[config.mk]
export PLATFORM = sky130hd
export DESIGN_NAME = flc_top
export DESIGN_NICKNAME = d
export VERILOG_FILES = /design/src/pkg/flc_pkg.sv /design/src/design/flc_startup_delay.sv /design/src/design/flc_top.sv
export VERILOG_INCLUDE_DIRS = /design/src /design/src/pkg
export SDC_FILE = /design/constraint.sdc
export NUM_CORES = 1
export LEC_CHECK = 0
export BUFFER_PORTS_ARGS = -buffer_cell sky130_fd_sc_hd__clkbuf_2
export CAP_MARGIN = 25
export CORE_UTILIZATION = 40
export CTS_CLUSTER_DIAMETER = 100
export DETAILED_ROUTE_END_ITERATION = 12
export SYNTH_ARGS = -nofsm -noshare
export SYNTH_HDL_FRONTEND = slang
export SYNTH_SLANG_ARGS = --single-unit
[constraint.sdc]
create_clock -name pclk -period 3.3 [get_ports pclk]
set_clock_uncertainty 0.2 [all_clocks]
set_input_delay 0.66 -clock pclk [delete_from_list [all_inputs] [get_ports pclk]]
set_output_delay 0.66 -clock pclk [all_outputs]
set_load 0.005 [all_outputs]
[src/pkg/flc_params.svh]
// Register indices, field positions, reset values and timing for the fuse and lock block
`ifndef FLC_PARAMS_SVH
`define FLC_PARAMS_SVH

`define FLC_IDX_W           10
`define FLC_IDX_FUSE0       10'h000
`define FLC_IDX_FUSE1       10'h001
`define FLC_IDX_FUSE2       10'h002
`define FLC_IDX_FUSE4       10'h004
`define FLC_IDX_FUSE5       10'h005
`define FLC_IDX_LOCK        10'h007
`define FLC_IDX_CMD         10'h008
`define FLC_IDX_STATUS      10'h009

`define FLC_FUSE_RESET      8'hff
`define FLC_LOCK_RESET      8'hff
`define FLC_LOCK_FIELD_ONES 2'h3

`define FLC_CMD_DEV_RESET   8'h01
`define FLC_CMD_CHIP_ERASE  8'h02

`define FLC_F1_WINDOW_PERIOD_BITS         7:4
`define FLC_F1_PER          3:0
`define FLC_F2_BOOTVEC      6
`define FLC_F2_SLOW_TIMER_OSCILLATOR         5
`define FLC_F2_SLEEP_BROWNOUT_MODE        1:0
`define FLC_F4_RSTDIS       4
`define FLC_F4_STUP         3:2
`define FLC_F4_WATCHDOG_CONFIG_LOCK       1
`define FLC_F4_TESTEN       0
`define FLC_F5_ACTIVE_BROWNOUT_MODE       5:4
`define FLC_F5_EEPROM_PRESERVE       3
`define FLC_F5_BODLVL       2:0
`define FLC_LK_BOOT_WR      6
`define FLC_LK_BOOT_RD      7

`define FLC_ST_BUSY         0
`define FLC_ST_EEPROM_PRESERVE       1
`define FLC_ST_POR          2
`define FLC_ST_EXT          3
`define FLC_ST_SW           4

`define FLC_STUP_SEL_64     2'h0
`define FLC_STUP_SEL_4      2'h1
`define FLC_STUP_SEL_0      2'h3
`define FLC_STUP_CYC_64     7'h40
`define FLC_STUP_CYC_4      7'h04
`define FLC_STUP_CYC_0      7'h00

`define FLC_CLK_PERIOD_NS   40
`define FLC_FUSE_WR_NS      1000
`define FLC_APP_RESET_ADDR  16'h0000

`endif

[src/pkg/flc_pkg.sv]
// Types shared by the fuse and lock block
package flc_pkg;

  typedef enum logic [1:0] {
    BOD_RESERVED,
    BOD_SAMPLED,
    BOD_CONTINUOUS,
    BOD_OFF
  } flc_bod_mode_t;

  typedef enum logic [1:0] {
    ST_HOLD,
    ST_LOAD,
    ST_DELAY,
    ST_RUN
  } flc_rst_state_t;

  typedef struct packed {
    logic [3:0] window_period_bits;
    logic [3:0] timeout_period_bits;
    logic       enable_force;
    logic       config_lock;
  } flc_wdt_cfg_t;

  typedef struct packed {
    flc_bod_mode_t active_brownout_mode;
    flc_bod_mode_t sleep_brownout_mode;
    flc_bod_mode_t effective_mode;
    logic [2:0]    brownout_threshold;
  } flc_bod_cfg_t;

  function automatic flc_bod_mode_t flc_bod_decode(input logic [1:0] code);
    flc_bod_mode_t m;
    m = BOD_RESERVED;
    case (code)
      2'h1:    m = BOD_SAMPLED;
      2'h2:    m = BOD_CONTINUOUS;
      2'h3:    m = BOD_OFF;
      default: m = BOD_RESERVED;
    endcase
    return m;
  endfunction

endpackage

[src/design/flc_startup_delay.sv]
// Start-up delay counter timed by low-power oscillator ticks
`timescale 1ns/10ps
`include "flc_params.svh"
module flc_startup_delay
  import flc_pkg::*;
(
  // Clock and reset
  input  wire logic       pclk,
  input  wire logic       presetn,
  // Control
  input  wire logic       start,
  input  wire logic [1:0] startup_delay_select,
  input  wire logic       ulp_tick,
  // Result
  output logic            done
);

  logic [6:0] cnt_q;
  logic [6:0] cnt_d;
  logic       active_q;
  logic       active_d;
  logic [6:0] target;

  // Reserved code 10 takes the longest delay so a bad fuse never shortens reset
  always_comb begin
    case (startup_delay_select)
      `FLC_STUP_SEL_4: target = `FLC_STUP_CYC_4;
      `FLC_STUP_SEL_0: target = `FLC_STUP_CYC_0;
      default:         target = `FLC_STUP_CYC_64;
    endcase
  end

  assign done = active_q && (cnt_q == `FLC_STUP_CYC_0);

  always_comb begin
    cnt_d    = cnt_q;
    active_d = active_q;
    if (start) begin
      cnt_d    = target;
      active_d = 1'b1;
    end else if (done) begin
      active_d = 1'b0;
    end else if (active_q && ulp_tick) begin
      cnt_d = cnt_q - 7'h01;
    end
  end

  always_ff @(posedge pclk or negedge presetn) begin
    if (!presetn) begin
      cnt_q    <= `FLC_STUP_CYC_0;
      active_q <= 1'b0;
    end else begin
      cnt_q    <= cnt_d;
      active_q <= active_d;
    end
  end

endmodule

[src/design/flc_top.sv]
// Fuse bytes, lock bits and the reset-time configuration loader with an APB slave
//
// How it works
// - Each reset copies the user-identifier fuse byte into the test-port identifier.
// - Each reset loads the window-period fuse field into the watchdog window bits.
// - Each reset loads the timeout-period fuse field into the watchdog period bits.
// - Boot-vector fuse zero starts at boot section; one starts at address zero.
// - Slow oscillator pin fuse zero uses separate pins; one shares crystal pins.
// - Sleep brown-out field applies outside idle: 01 sampled, 10 continuous, 11 off.
// - With reset-pin disable programmed, the external reset pin is ignored.
// - Reset-pin, start-up, watchdog-lock and test-port fuses read new only after reset.
// - After reset sources release, hold internal reset 64, 4 or 0 slow ticks.
// - Watchdog-lock zero freezes watchdog setup and forces its enable at reset.
// - Watchdog window enable is never forced; software sets it.
// - Test-port fuse zero enables the test port; one refuses all its access.
// - Active brown-out field applies in active and idle with the same codes.
// - Chip erase clears flash and SRAM; EEPROM too unless preserve fuse is zero.
// - A new EEPROM-preserve value acts once its write timeout ends.
// - A three-bit fuse field picks the brown-out voltage threshold.
// - Boot-section lock writes are taken only when stricter; chip erase unlocks.
// - Boot lock codes: 11 none, 10 no writes, 01 no reads, 00 both.
// - Boot read lock with vectors in application masks interrupts in boot code.
// - Application lock writes are taken only when stricter; chip erase clears.
// - External-program lock field is written only through external programming.
`timescale 1ns/10ps
`include "flc_params.svh"
module flc_top
  import flc_pkg::*;
#(
  parameter int          FUSE_WR_CYCLES  =
    (`FLC_FUSE_WR_NS + `FLC_CLK_PERIOD_NS - 1) / `FLC_CLK_PERIOD_NS,
  parameter logic [15:0] BOOT_START_ADDR = 16'h8000
) (
  // Clock and reset
  input  wire logic        pclk,
  input  wire logic        presetn,
  // APB slave
  input  wire logic        psel,
  input  wire logic        penable,
  input  wire logic        pwrite,
  input  wire logic [11:0] paddr,
  input  wire logic [31:0] pwdata,
  output logic [31:0]      prdata,
  output logic             pready,
  output logic             pslverr,
  // Marks the current APB transfer as coming from the external programming port
  input  wire logic        prog_access,
  // Pins
  input  wire logic        ext_reset_pin_n,
  input  wire logic        ulp_clk_pin,
  // Processor status
  input  wire logic        exec_in_boot,
  input  wire logic        vectors_in_app,
  input  wire logic        sleeping_deep,
  // Loaded configuration
  output logic             internal_reset_n,
  output logic [15:0]      reset_address,
  output logic [7:0]       test_user_identifier,
  output flc_wdt_cfg_t     wdt_cfg,
  output logic             slow_osc_shared,
  output flc_bod_cfg_t     bod_cfg,
  output logic             test_port_enable,
  // Memory protection
  output logic             boot_write_block,
  output logic             boot_read_block,
  output logic             irq_block,
  // Chip erase strobes
  output logic             erase_flash,
  output logic             erase_sram,
  output logic             erase_eeprom
);

  localparam int CNT_W = $clog2(FUSE_WR_CYCLES + 1);

  // Nonvolatile storage, reset only at power-on
  logic [7:0]     fuse0_q, fuse1_q, fuse2_q, fuse4_q, fuse5_q;
  logic [7:0]     lock_q;
  wire  [7:0]     lock_d;
  logic [7:0]     shadow4_q;
  logic [9:0]     pend_idx_q;
  logic [7:0]     pend_data_q;
  logic [CNT_W-1:0] wr_cnt_q;
  flc_rst_state_t state_q;
  flc_rst_state_t state_d;
  logic [2:0]     cause_q;
  logic [2:0]     cause_d;
  logic           ext_s1_q, ext_s2_q;
  logic           ulp_s1_q, ulp_s2_q, ulp_s3_q;
  logic [31:0]    prdata_q;
  logic           erase_q, erase_ee_q;
  logic           internal_reset_n_q;
  logic [7:0]     tuid_q;
  flc_wdt_cfg_t   wdt_q;
  logic           bootvec_q, slow_timer_oscillator_q;
  logic [1:0]     sleep_brownout_mode_q, active_brownout_mode_q;
  logic [2:0]     bodlvl_q;

  // Address decode
  wire [9:0] reg_idx     = paddr[11:2];
  wire       aligned     = (paddr[1:0] == 2'h0);
  wire       hit_fuse0   = aligned && (reg_idx == `FLC_IDX_FUSE0);
  wire       hit_fuse1   = aligned && (reg_idx == `FLC_IDX_FUSE1);
  wire       hit_fuse2   = aligned && (reg_idx == `FLC_IDX_FUSE2);
  wire       hit_fuse4   = aligned && (reg_idx == `FLC_IDX_FUSE4);
  wire       hit_fuse5   = aligned && (reg_idx == `FLC_IDX_FUSE5);
  wire       hit_lock    = aligned && (reg_idx == `FLC_IDX_LOCK);
  wire       hit_cmd     = aligned && (reg_idx == `FLC_IDX_CMD);
  wire       hit_status  = aligned && (reg_idx == `FLC_IDX_STATUS);
  wire       hit_fuse    = hit_fuse0 | hit_fuse1 | hit_fuse2 | hit_fuse4 | hit_fuse5;
  wire       mapped      = hit_fuse | hit_lock | hit_cmd | hit_status;
  wire       setup_ph    = psel && !penable;
  wire       access_ph   = psel && penable;
  wire       wr_access   = access_ph && pwrite;
  wire [7:0] wbyte       = pwdata[7:0];

  wire       fuse_busy   = (wr_cnt_q != '0);
  wire       cmd_reset   = wr_access && hit_cmd && (wbyte == `FLC_CMD_DEV_RESET);
  wire       cmd_erase   = wr_access && hit_cmd && (wbyte == `FLC_CMD_CHIP_ERASE);
  wire       fuse_wr_ok  = wr_access && hit_fuse && prog_access && !fuse_busy;
  wire       erase_ok    = cmd_erase && prog_access;
  wire       commit      = (wr_cnt_q == CNT_W'(1));

  // Refused: unmapped, misaligned, fuse write outside programming or while busy,
  // chip erase outside programming, unknown command
  wire       bad_fuse_wr = wr_access && hit_fuse && !(prog_access && !fuse_busy);
  wire       bad_cmd     = wr_access && hit_cmd && !cmd_reset && !(erase_ok);
  wire       lock_refuse = wr_access && hit_lock && (lock_d != wbyte);

  assign pready  = 1'b1;
  assign pslverr = access_ph && (!mapped || bad_fuse_wr || bad_cmd || lock_refuse);
  assign prdata  = prdata_q;

  // Pin synchronisers and slow oscillator edge
  wire ext_pin_low = !ext_s2_q;
  wire ulp_tick    = ulp_s2_q && !ulp_s3_q;
  // Loaded copy decides whether the pin is obeyed, matching the reset-time view
  wire ext_rst_req = ext_pin_low && shadow4_q[`FLC_F4_RSTDIS];

  always_ff @(posedge pclk or negedge presetn) begin
    if (!presetn) begin
      ext_s1_q <= 1'b1;
      ext_s2_q <= 1'b1;
      ulp_s1_q <= 1'b0;
      ulp_s2_q <= 1'b0;
      ulp_s3_q <= 1'b0;
    end else begin
      ext_s1_q <= ext_reset_pin_n;
      ext_s2_q <= ext_s1_q;
      ulp_s1_q <= ulp_clk_pin;
      ulp_s2_q <= ulp_s1_q;
      ulp_s3_q <= ulp_s2_q;
    end
  end

  // Reset sequencer
  logic delay_done;

  flc_startup_delay u_delay (
    .pclk                 (pclk),
    .presetn              (presetn),
    .start                (state_q == ST_LOAD),
    .startup_delay_select (fuse4_q[`FLC_F4_STUP]),
    .ulp_tick             (ulp_tick),
    .done                 (delay_done)
  );

  always_comb begin
    state_d = state_q;
    case (state_q)
      ST_HOLD:  if (!ext_rst_req) state_d = ST_LOAD;
      ST_LOAD:  state_d = ST_DELAY;
      ST_DELAY: if (delay_done) state_d = ST_RUN;
      ST_RUN:   if (cmd_reset) state_d = ST_LOAD;
      default:  state_d = ST_HOLD;
    endcase
    if (ext_rst_req) begin
      state_d = ST_HOLD;
    end
  end

  always_ff @(posedge pclk or negedge presetn) begin
    if (!presetn) begin
      state_q            <= ST_HOLD;
      internal_reset_n_q <= 1'b0;
    end else begin
      state_q            <= state_d;
      internal_reset_n_q <= (state_d == ST_RUN);
    end
  end

  assign internal_reset_n = internal_reset_n_q;

  // Reset cause flags: write one to clear, a new cause in the same cycle wins
  wire [2:0] cause_set = {cmd_reset, ext_rst_req, 1'b0};
  wire [2:0] cause_clr = (wr_access && hit_status) ?
                         pwdata[`FLC_ST_SW:`FLC_ST_POR] : 3'h0;

  always_comb begin
    cause_d = (cause_q & ~cause_clr) | cause_set;
  end

  always_ff @(posedge pclk or negedge presetn) begin
    if (!presetn) begin
      cause_q <= 3'h1;
    end else begin
      cause_q <= cause_d;
    end
  end

  // Fuse programming with write timeout; reserved bits kept as written
  always_ff @(posedge pclk or negedge presetn) begin
    if (!presetn) begin
      wr_cnt_q    <= '0;
      pend_idx_q  <= `FLC_IDX_FUSE0;
      pend_data_q <= `FLC_FUSE_RESET;
    end else if (fuse_wr_ok) begin
      wr_cnt_q    <= CNT_W'(FUSE_WR_CYCLES);
      pend_idx_q  <= reg_idx;
      pend_data_q <= wbyte;
    end else if (fuse_busy) begin
      wr_cnt_q    <= wr_cnt_q - CNT_W'(1);
    end
  end

  // Fuses erase to all ones; a programmed bit is zero
  always_ff @(posedge pclk or negedge presetn) begin
    if (!presetn) begin
      fuse0_q <= `FLC_FUSE_RESET;
      fuse1_q <= `FLC_FUSE_RESET;
      fuse2_q <= `FLC_FUSE_RESET;
      fuse4_q <= `FLC_FUSE_RESET;
      fuse5_q <= `FLC_FUSE_RESET;
    end else if (commit) begin
      if (pend_idx_q == `FLC_IDX_FUSE0) fuse0_q <= pend_data_q;
      if (pend_idx_q == `FLC_IDX_FUSE1) fuse1_q <= pend_data_q;
      if (pend_idx_q == `FLC_IDX_FUSE2) fuse2_q <= pend_data_q;
      if (pend_idx_q == `FLC_IDX_FUSE4) fuse4_q <= pend_data_q;
      if (pend_idx_q == `FLC_IDX_FUSE5) fuse5_q <= pend_data_q;
    end
  end

  // Lock bits: writes move each field only toward more restriction; chip erase returns all to ones
  genvar gi;
  generate
    for (gi = 0; gi < 4; gi++) begin : g_lock
      wire [1:0] old_f  = lock_q[2*gi+1:2*gi];
      wire [1:0] new_f  = wbyte[2*gi+1:2*gi];
      wire       port   = (gi != 0) || prog_access;
      wire       strict = ((new_f & ~old_f) == 2'h0);
      wire       take   = wr_access && hit_lock && port && strict;
      // Erase outranks a write; a refused field keeps its old code
      assign lock_d[2*gi+1:2*gi] = erase_ok ? `FLC_LOCK_FIELD_ONES :
                                   take     ? new_f                 :
                                              old_f;
    end
  endgenerate

  always_ff @(posedge pclk or negedge presetn) begin
    if (!presetn) begin
      lock_q <= `FLC_LOCK_RESET;
    end else begin
      lock_q <= lock_d;
    end
  end

  // Chip erase strobes, one cycle after the command is taken
  always_ff @(posedge pclk or negedge presetn) begin
    if (!presetn) begin
      erase_q    <= 1'b0;
      erase_ee_q <= 1'b0;
    end else begin
      erase_q    <= erase_ok;
      erase_ee_q <= erase_ok && fuse5_q[`FLC_F5_EEPROM_PRESERVE];
    end
  end

  assign erase_flash  = erase_q;
  assign erase_sram   = erase_q;
  assign erase_eeprom = erase_ee_q;

  // Reset-time load of configuration
  always_ff @(posedge pclk or negedge presetn) begin
    if (!presetn) begin
      tuid_q    <= `FLC_FUSE_RESET;
      wdt_q     <= '0;
      bootvec_q <= 1'b1;
      slow_timer_oscillator_q    <= 1'b1;
      sleep_brownout_mode_q   <= 2'h3;
      active_brownout_mode_q  <= 2'h3;
      bodlvl_q  <= 3'h7;
      shadow4_q <= `FLC_FUSE_RESET;
    end else if (state_q == ST_LOAD) begin
      tuid_q                    <= fuse0_q;
      wdt_q.window_period_bits  <= fuse1_q[`FLC_F1_WINDOW_PERIOD_BITS];
      wdt_q.timeout_period_bits <= fuse1_q[`FLC_F1_PER];
      wdt_q.enable_force        <= !fuse4_q[`FLC_F4_WATCHDOG_CONFIG_LOCK];
      wdt_q.config_lock         <= !fuse4_q[`FLC_F4_WATCHDOG_CONFIG_LOCK];
      bootvec_q                 <= fuse2_q[`FLC_F2_BOOTVEC];
      slow_timer_oscillator_q                    <= fuse2_q[`FLC_F2_SLOW_TIMER_OSCILLATOR];
      sleep_brownout_mode_q                   <= fuse2_q[`FLC_F2_SLEEP_BROWNOUT_MODE];
      active_brownout_mode_q                  <= fuse5_q[`FLC_F5_ACTIVE_BROWNOUT_MODE];
      bodlvl_q                  <= fuse5_q[`FLC_F5_BODLVL];
      shadow4_q                 <= fuse4_q;
    end
  end

  // Window-mode enable is absent on purpose: locking forces only the main enable
  assign wdt_cfg              = wdt_q;
  assign test_user_identifier = tuid_q;
  assign reset_address        = bootvec_q ? `FLC_APP_RESET_ADDR : BOOT_START_ADDR;
  assign slow_osc_shared      = slow_timer_oscillator_q;
  assign test_port_enable     = !shadow4_q[`FLC_F4_TESTEN];

  assign bod_cfg.active_brownout_mode = flc_bod_decode(active_brownout_mode_q);
  assign bod_cfg.sleep_brownout_mode  = flc_bod_decode(sleep_brownout_mode_q);
  assign bod_cfg.effective_mode       = sleeping_deep ?
                                        flc_bod_decode(sleep_brownout_mode_q) :
                                        flc_bod_decode(active_brownout_mode_q);
  assign bod_cfg.brownout_threshold   = bodlvl_q;

  // Boot lock decode: low bit guards writes, high bit guards reads
  assign boot_write_block = !lock_q[`FLC_LK_BOOT_WR];
  assign boot_read_block  = !lock_q[`FLC_LK_BOOT_RD] && !exec_in_boot;
  assign irq_block        = !lock_q[`FLC_LK_BOOT_RD] && vectors_in_app &&
                            exec_in_boot;

  // Read data: byte 4 shows the copy taken at the last reset for its sticky bits
  wire [7:0] fuse4_rd = shadow4_q;
  wire [7:0] status_rd = {3'h0, cause_q, fuse5_q[`FLC_F5_EEPROM_PRESERVE], fuse_busy};

  logic [7:0] rd_byte;

  always_comb begin
    rd_byte = 8'h00;
    if (hit_fuse0)  rd_byte = fuse0_q;
    if (hit_fuse1)  rd_byte = fuse1_q;
    if (hit_fuse2)  rd_byte = fuse2_q;
    if (hit_fuse4)  rd_byte = fuse4_rd;
    if (hit_fuse5)  rd_byte = fuse5_q;
    if (hit_lock)   rd_byte = lock_q;
    if (hit_status) rd_byte = status_rd;
  end

  always_ff @(posedge pclk or negedge presetn) begin
    if (!presetn) begin
      prdata_q <= 32'h0000_0000;
    end else if (setup_ph) begin
      prdata_q <= {24'h00_0000, rd_byte};
    end
  end

endmodule

==> results.md <==
* Number of setup violations in the final report at 0
* Die Y at between 100 and 150 um
* Synth cell types at 57
* Final design utilization at 0.4831
* Fmax at approximately 320 MHz
* Post-CTS Setup Bufs at 0
* Post-synth EDFFs at 0
* R2R cell count at 7
* Stages on the worst setup path at 7
* Net switching power at 0.8860 mW
* Iter 0 DRT Violations at 235
* Register area share after synthesis at 0.5314
* Clock buffer count from CTS at 17
* Final Max Slew Viols at 0
* Worst Setup Path Type: reg -> out
* VDD IR max at between 0.3 and 0.4 mV
* Residual DRC count at 0
* Clock share of power at 0.466
* Reg clk slew, reported paths at 0.06 ns
* Fin Hold WS at 0.04663 ns
* Yosys top cell by area: dfstp_2
* Number of clock sinks at 134
* Synth Area in Simple Gates at 0.1965
* Crit path DAT at 2.31 ns
* Vias at between 4000 and 5000
* Core Area at approximately 0.016 mm2
* Skew-Pair Late Insertion Delay at 0.42 ns
* Synth async-reset ratio at 1.000
* Port bufs at 76
* Top Ports at 141
* Crit-path max FO at 3
* Startpoint Class: flop
* CP max stage cell: dfstp_2
* Max-slew headroom at 0.5983
* Final HPWL DP at between 10000 and 15000 um
* Status: complete, no violations
* Per-cell routed wire length at ~16 um
* Synth Flop Type: dfstp_2
* Critical Path, Cell by Cell: nor2b_1 -> or4_1 -> nor4_2 -> o211ai_1 -> o211ai_1 -> a31oi_1 -> clkbuf_2
* DP Area at approximately 0.0071 mm2
* Ant. Diodes at 0
* Number of global-route vias before repair at 4592
* Worst slew pin tran at 0.6026 ns
* Max-cap viol count at 0
* Synth Area in Adders at 0.005768
* Sw Ratio at 0.2366
* Clock Tree Root: clkbuf_16
* # H-tree levels at 4
* Syn. warnings at 0
* Power, Total at 3.744 mW
* Tcrit/Tclk final at 0.9619
* Xor/xnor cell area share of the yosys netlist at 0.008075
* Starting Density at 0.4097
* Clock tree buffer depth at 2
* Main combinational cell family by area after synthesis: simple AND/OR/NAND/NOR gates
* Buf/Inv on CP at 1
* Grt ovf at 0
* Std-Cell Rows at between 40 and 50
* CTS tree: done
* Nets@finish at roughly 780
* Fin. Hold Viols at 0
* Crit path time final at 3.174 ns
* Fin cells at 948
* Total die area at around 0.017 mm2
* Vias per cell at 4.944
* Hold-fix buffers, CTS at 0
* GRT Overall Usage at 0.1987
* Pin count of the biggest net entering global routing at 61
* Placer Congestion at 0.8370
* Detail Route Antenna Nets at 0
* Synth Area per Inst at 10.43 um2
* #FFs+latches synth at 134
* Gate power share at 0.075
* Synth Area in Compound Gates at 0.07402
* Top cell type's share of synthesized area at 0.3392
* First-pass GRT wire length at 24730 um
* HP Class: in -> async
* Drt pass-1 iters at 4
* Pleak at 3.569 nW
* Placed Instances at 915
* Crit-path most repeated cell: o211ai_1
* Mapped cell area at around 0.0065 mm2
* Synth top area cells: dfstp_2 34%, dfrtp_1 19%, mux2_2 9.7%, nand2_1 7.8%, buf_4 5.0%
* P&R area growth vs syn at 17.94%
* Reg power frac at 0.459
* Initial antenna violation count at 0
* Mux share of post-synthesis cell area at 0.1107
* Cells after synthesis at 624
* Fin area at 0.007675 mm2
* Crit path largest cell delay at 0.56 ns
* Internal power at around 2.9 mW
* PD cells at 487.9 mW/mm2
* DRT Wirelength at 15390 um
* Layout cells sized above 1 at 0.3989
* DIE WIDTH at 129.6 um
* Cell family with most CP delay: simple AND/OR/NAND/NOR gates
* Post_cts resized at 0
* Setup crit end kind: output pin
* Required time worst endpoint at 2.44 ns
[final timing paths]
path,from,to,slack [ns]
worst max-delay path,lock_q[4]$_DFF_PN1_,pslverr,0.13
worst min-delay path,presetn,u_delay.cnt_q[4]$_DFFE_PN0P_,0.05
worst max register to register,wr_cnt_q[1]$_DFFE_PN0P_,fuse5_q[5]$_DFFE_PN1P_,0.81
worst min register to register,ext_s1_q$_DFF_PN1_,ext_s2_q$_DFF_PN1_,0.16
max in group asynchronous,presetn,test_user_identifier[2]$_DFFE_PN1P_,1.99
min in group pclk,ext_reset_pin_n,ext_s1_q$_DFF_PN1_,0.13
[Yosys cell counts, types with 4 or more instances]
library cell  instances
clkbuf_1             18
mux2i_1               9
xor2_1                5
o22ai_1               4
buf_4                43
inv_1                13
nand2_1             136
nor2b_1              22
dfrtp_1              50
nand3b_1              4
nand3_1               9
nor2_1               32
o31ai_1               5
nor3_1                7
o21ai_0              28
nand2b_1              4
or3_1                 4
buf_2                 4
dfstp_2              84
mux2_2               56
nor4_1                4
a21oi_1              22
and3_1                6
[flip-flops by register name, summed over array words and instances (netlist names), 2 cells and up]
register and cells:
fuse4_q 8, pend_data_q 8, state_q 2, bodlvl_q 3, fuse2_q 8, u_delay.cnt_q 7
pend_idx_q 10, sleep_brownout_mode_q 2, fuse4_rd 8, fuse5_q 8, prdata 8, lock_q 8
test_user_identifier 8, wr_cnt_q 5, cause_q 3, wdt_cfg 9, fuse1_q 8, active_brownout_mode_q 2
fuse0_q 8
[cell usage in the layout (no fill, tap or decap), types with 5 or more instances in the layout]
cell and n:
conb_1 40, o21ai_0 28, mux2_2 56, nor2b_1 21
mux2i_1 9, nand2_1 136, dfrtp_1 50, clkbuf_16 17
xor2_1 5, clkbuf_2 75, clkinv_2 5, nor2_1 31
nor3_1 7, o31ai_1 5, nand3_1 9, buf_4 27
a21oi_1 22, and3_1 6, dfstp_2 84, inv_1 13
[stage by stage]
| step | worst slack (ns) | setup TNS (ns) |
|---|---|---|
| after floorplan | 0.2873 | 0 |
| after global placement | 0.1441 | 0 |
| after detailed placement | 0.1700 | 0 |
| after CTS | 0.05226 | 0 |
| after global routing | -0.006646 | -0.006646 |
| final | 0.1257 | 0 |
[cells by family (layout without fill, tap and decap cells)]
group                    after synthesis  after routing
XOR/XNOR                               6              6
flip-flops                           134            134
multiplexers                          65             65
AND/OR/NAND/NOR                      256            256
buffers and inverters                 79            149
other                                  2             40
adder cells (fa/ha/maj)                3              3
AO/OA/AOI/OAI                         79             79
[per-layer routing]
metal  part of all wire  global-route usage
met1               0.46              0.2645
met2               0.48              0.3163
met3              0.050             0.04707
met4              0.012             0.07250
met5                  0                   0
[layout make-up]
type / count / area, um2
inverters: 13 / 48.80
well taps: 216 / 270.3
multi-input cells: 449 / 2739
repair buffers: 104 / 613.1
flip-flops and latches: 134 / 3458
clock inverters: 9 / 77.57
clock buffers: 23 / 467.9
fillers: 1513 / 8210
[power by group through the flow]
stage               clock network, mW  logic (mW)  registers, mW
floorplan                           0       0.192           1.73
global placement                    0       0.271           1.74
detailed placement                  0       0.282           1.74
CTS                              1.78       0.286           1.72
global route                     1.86       0.326           1.72
finish                           1.74       0.283           1.72
(Power assumes the default switching activity.)
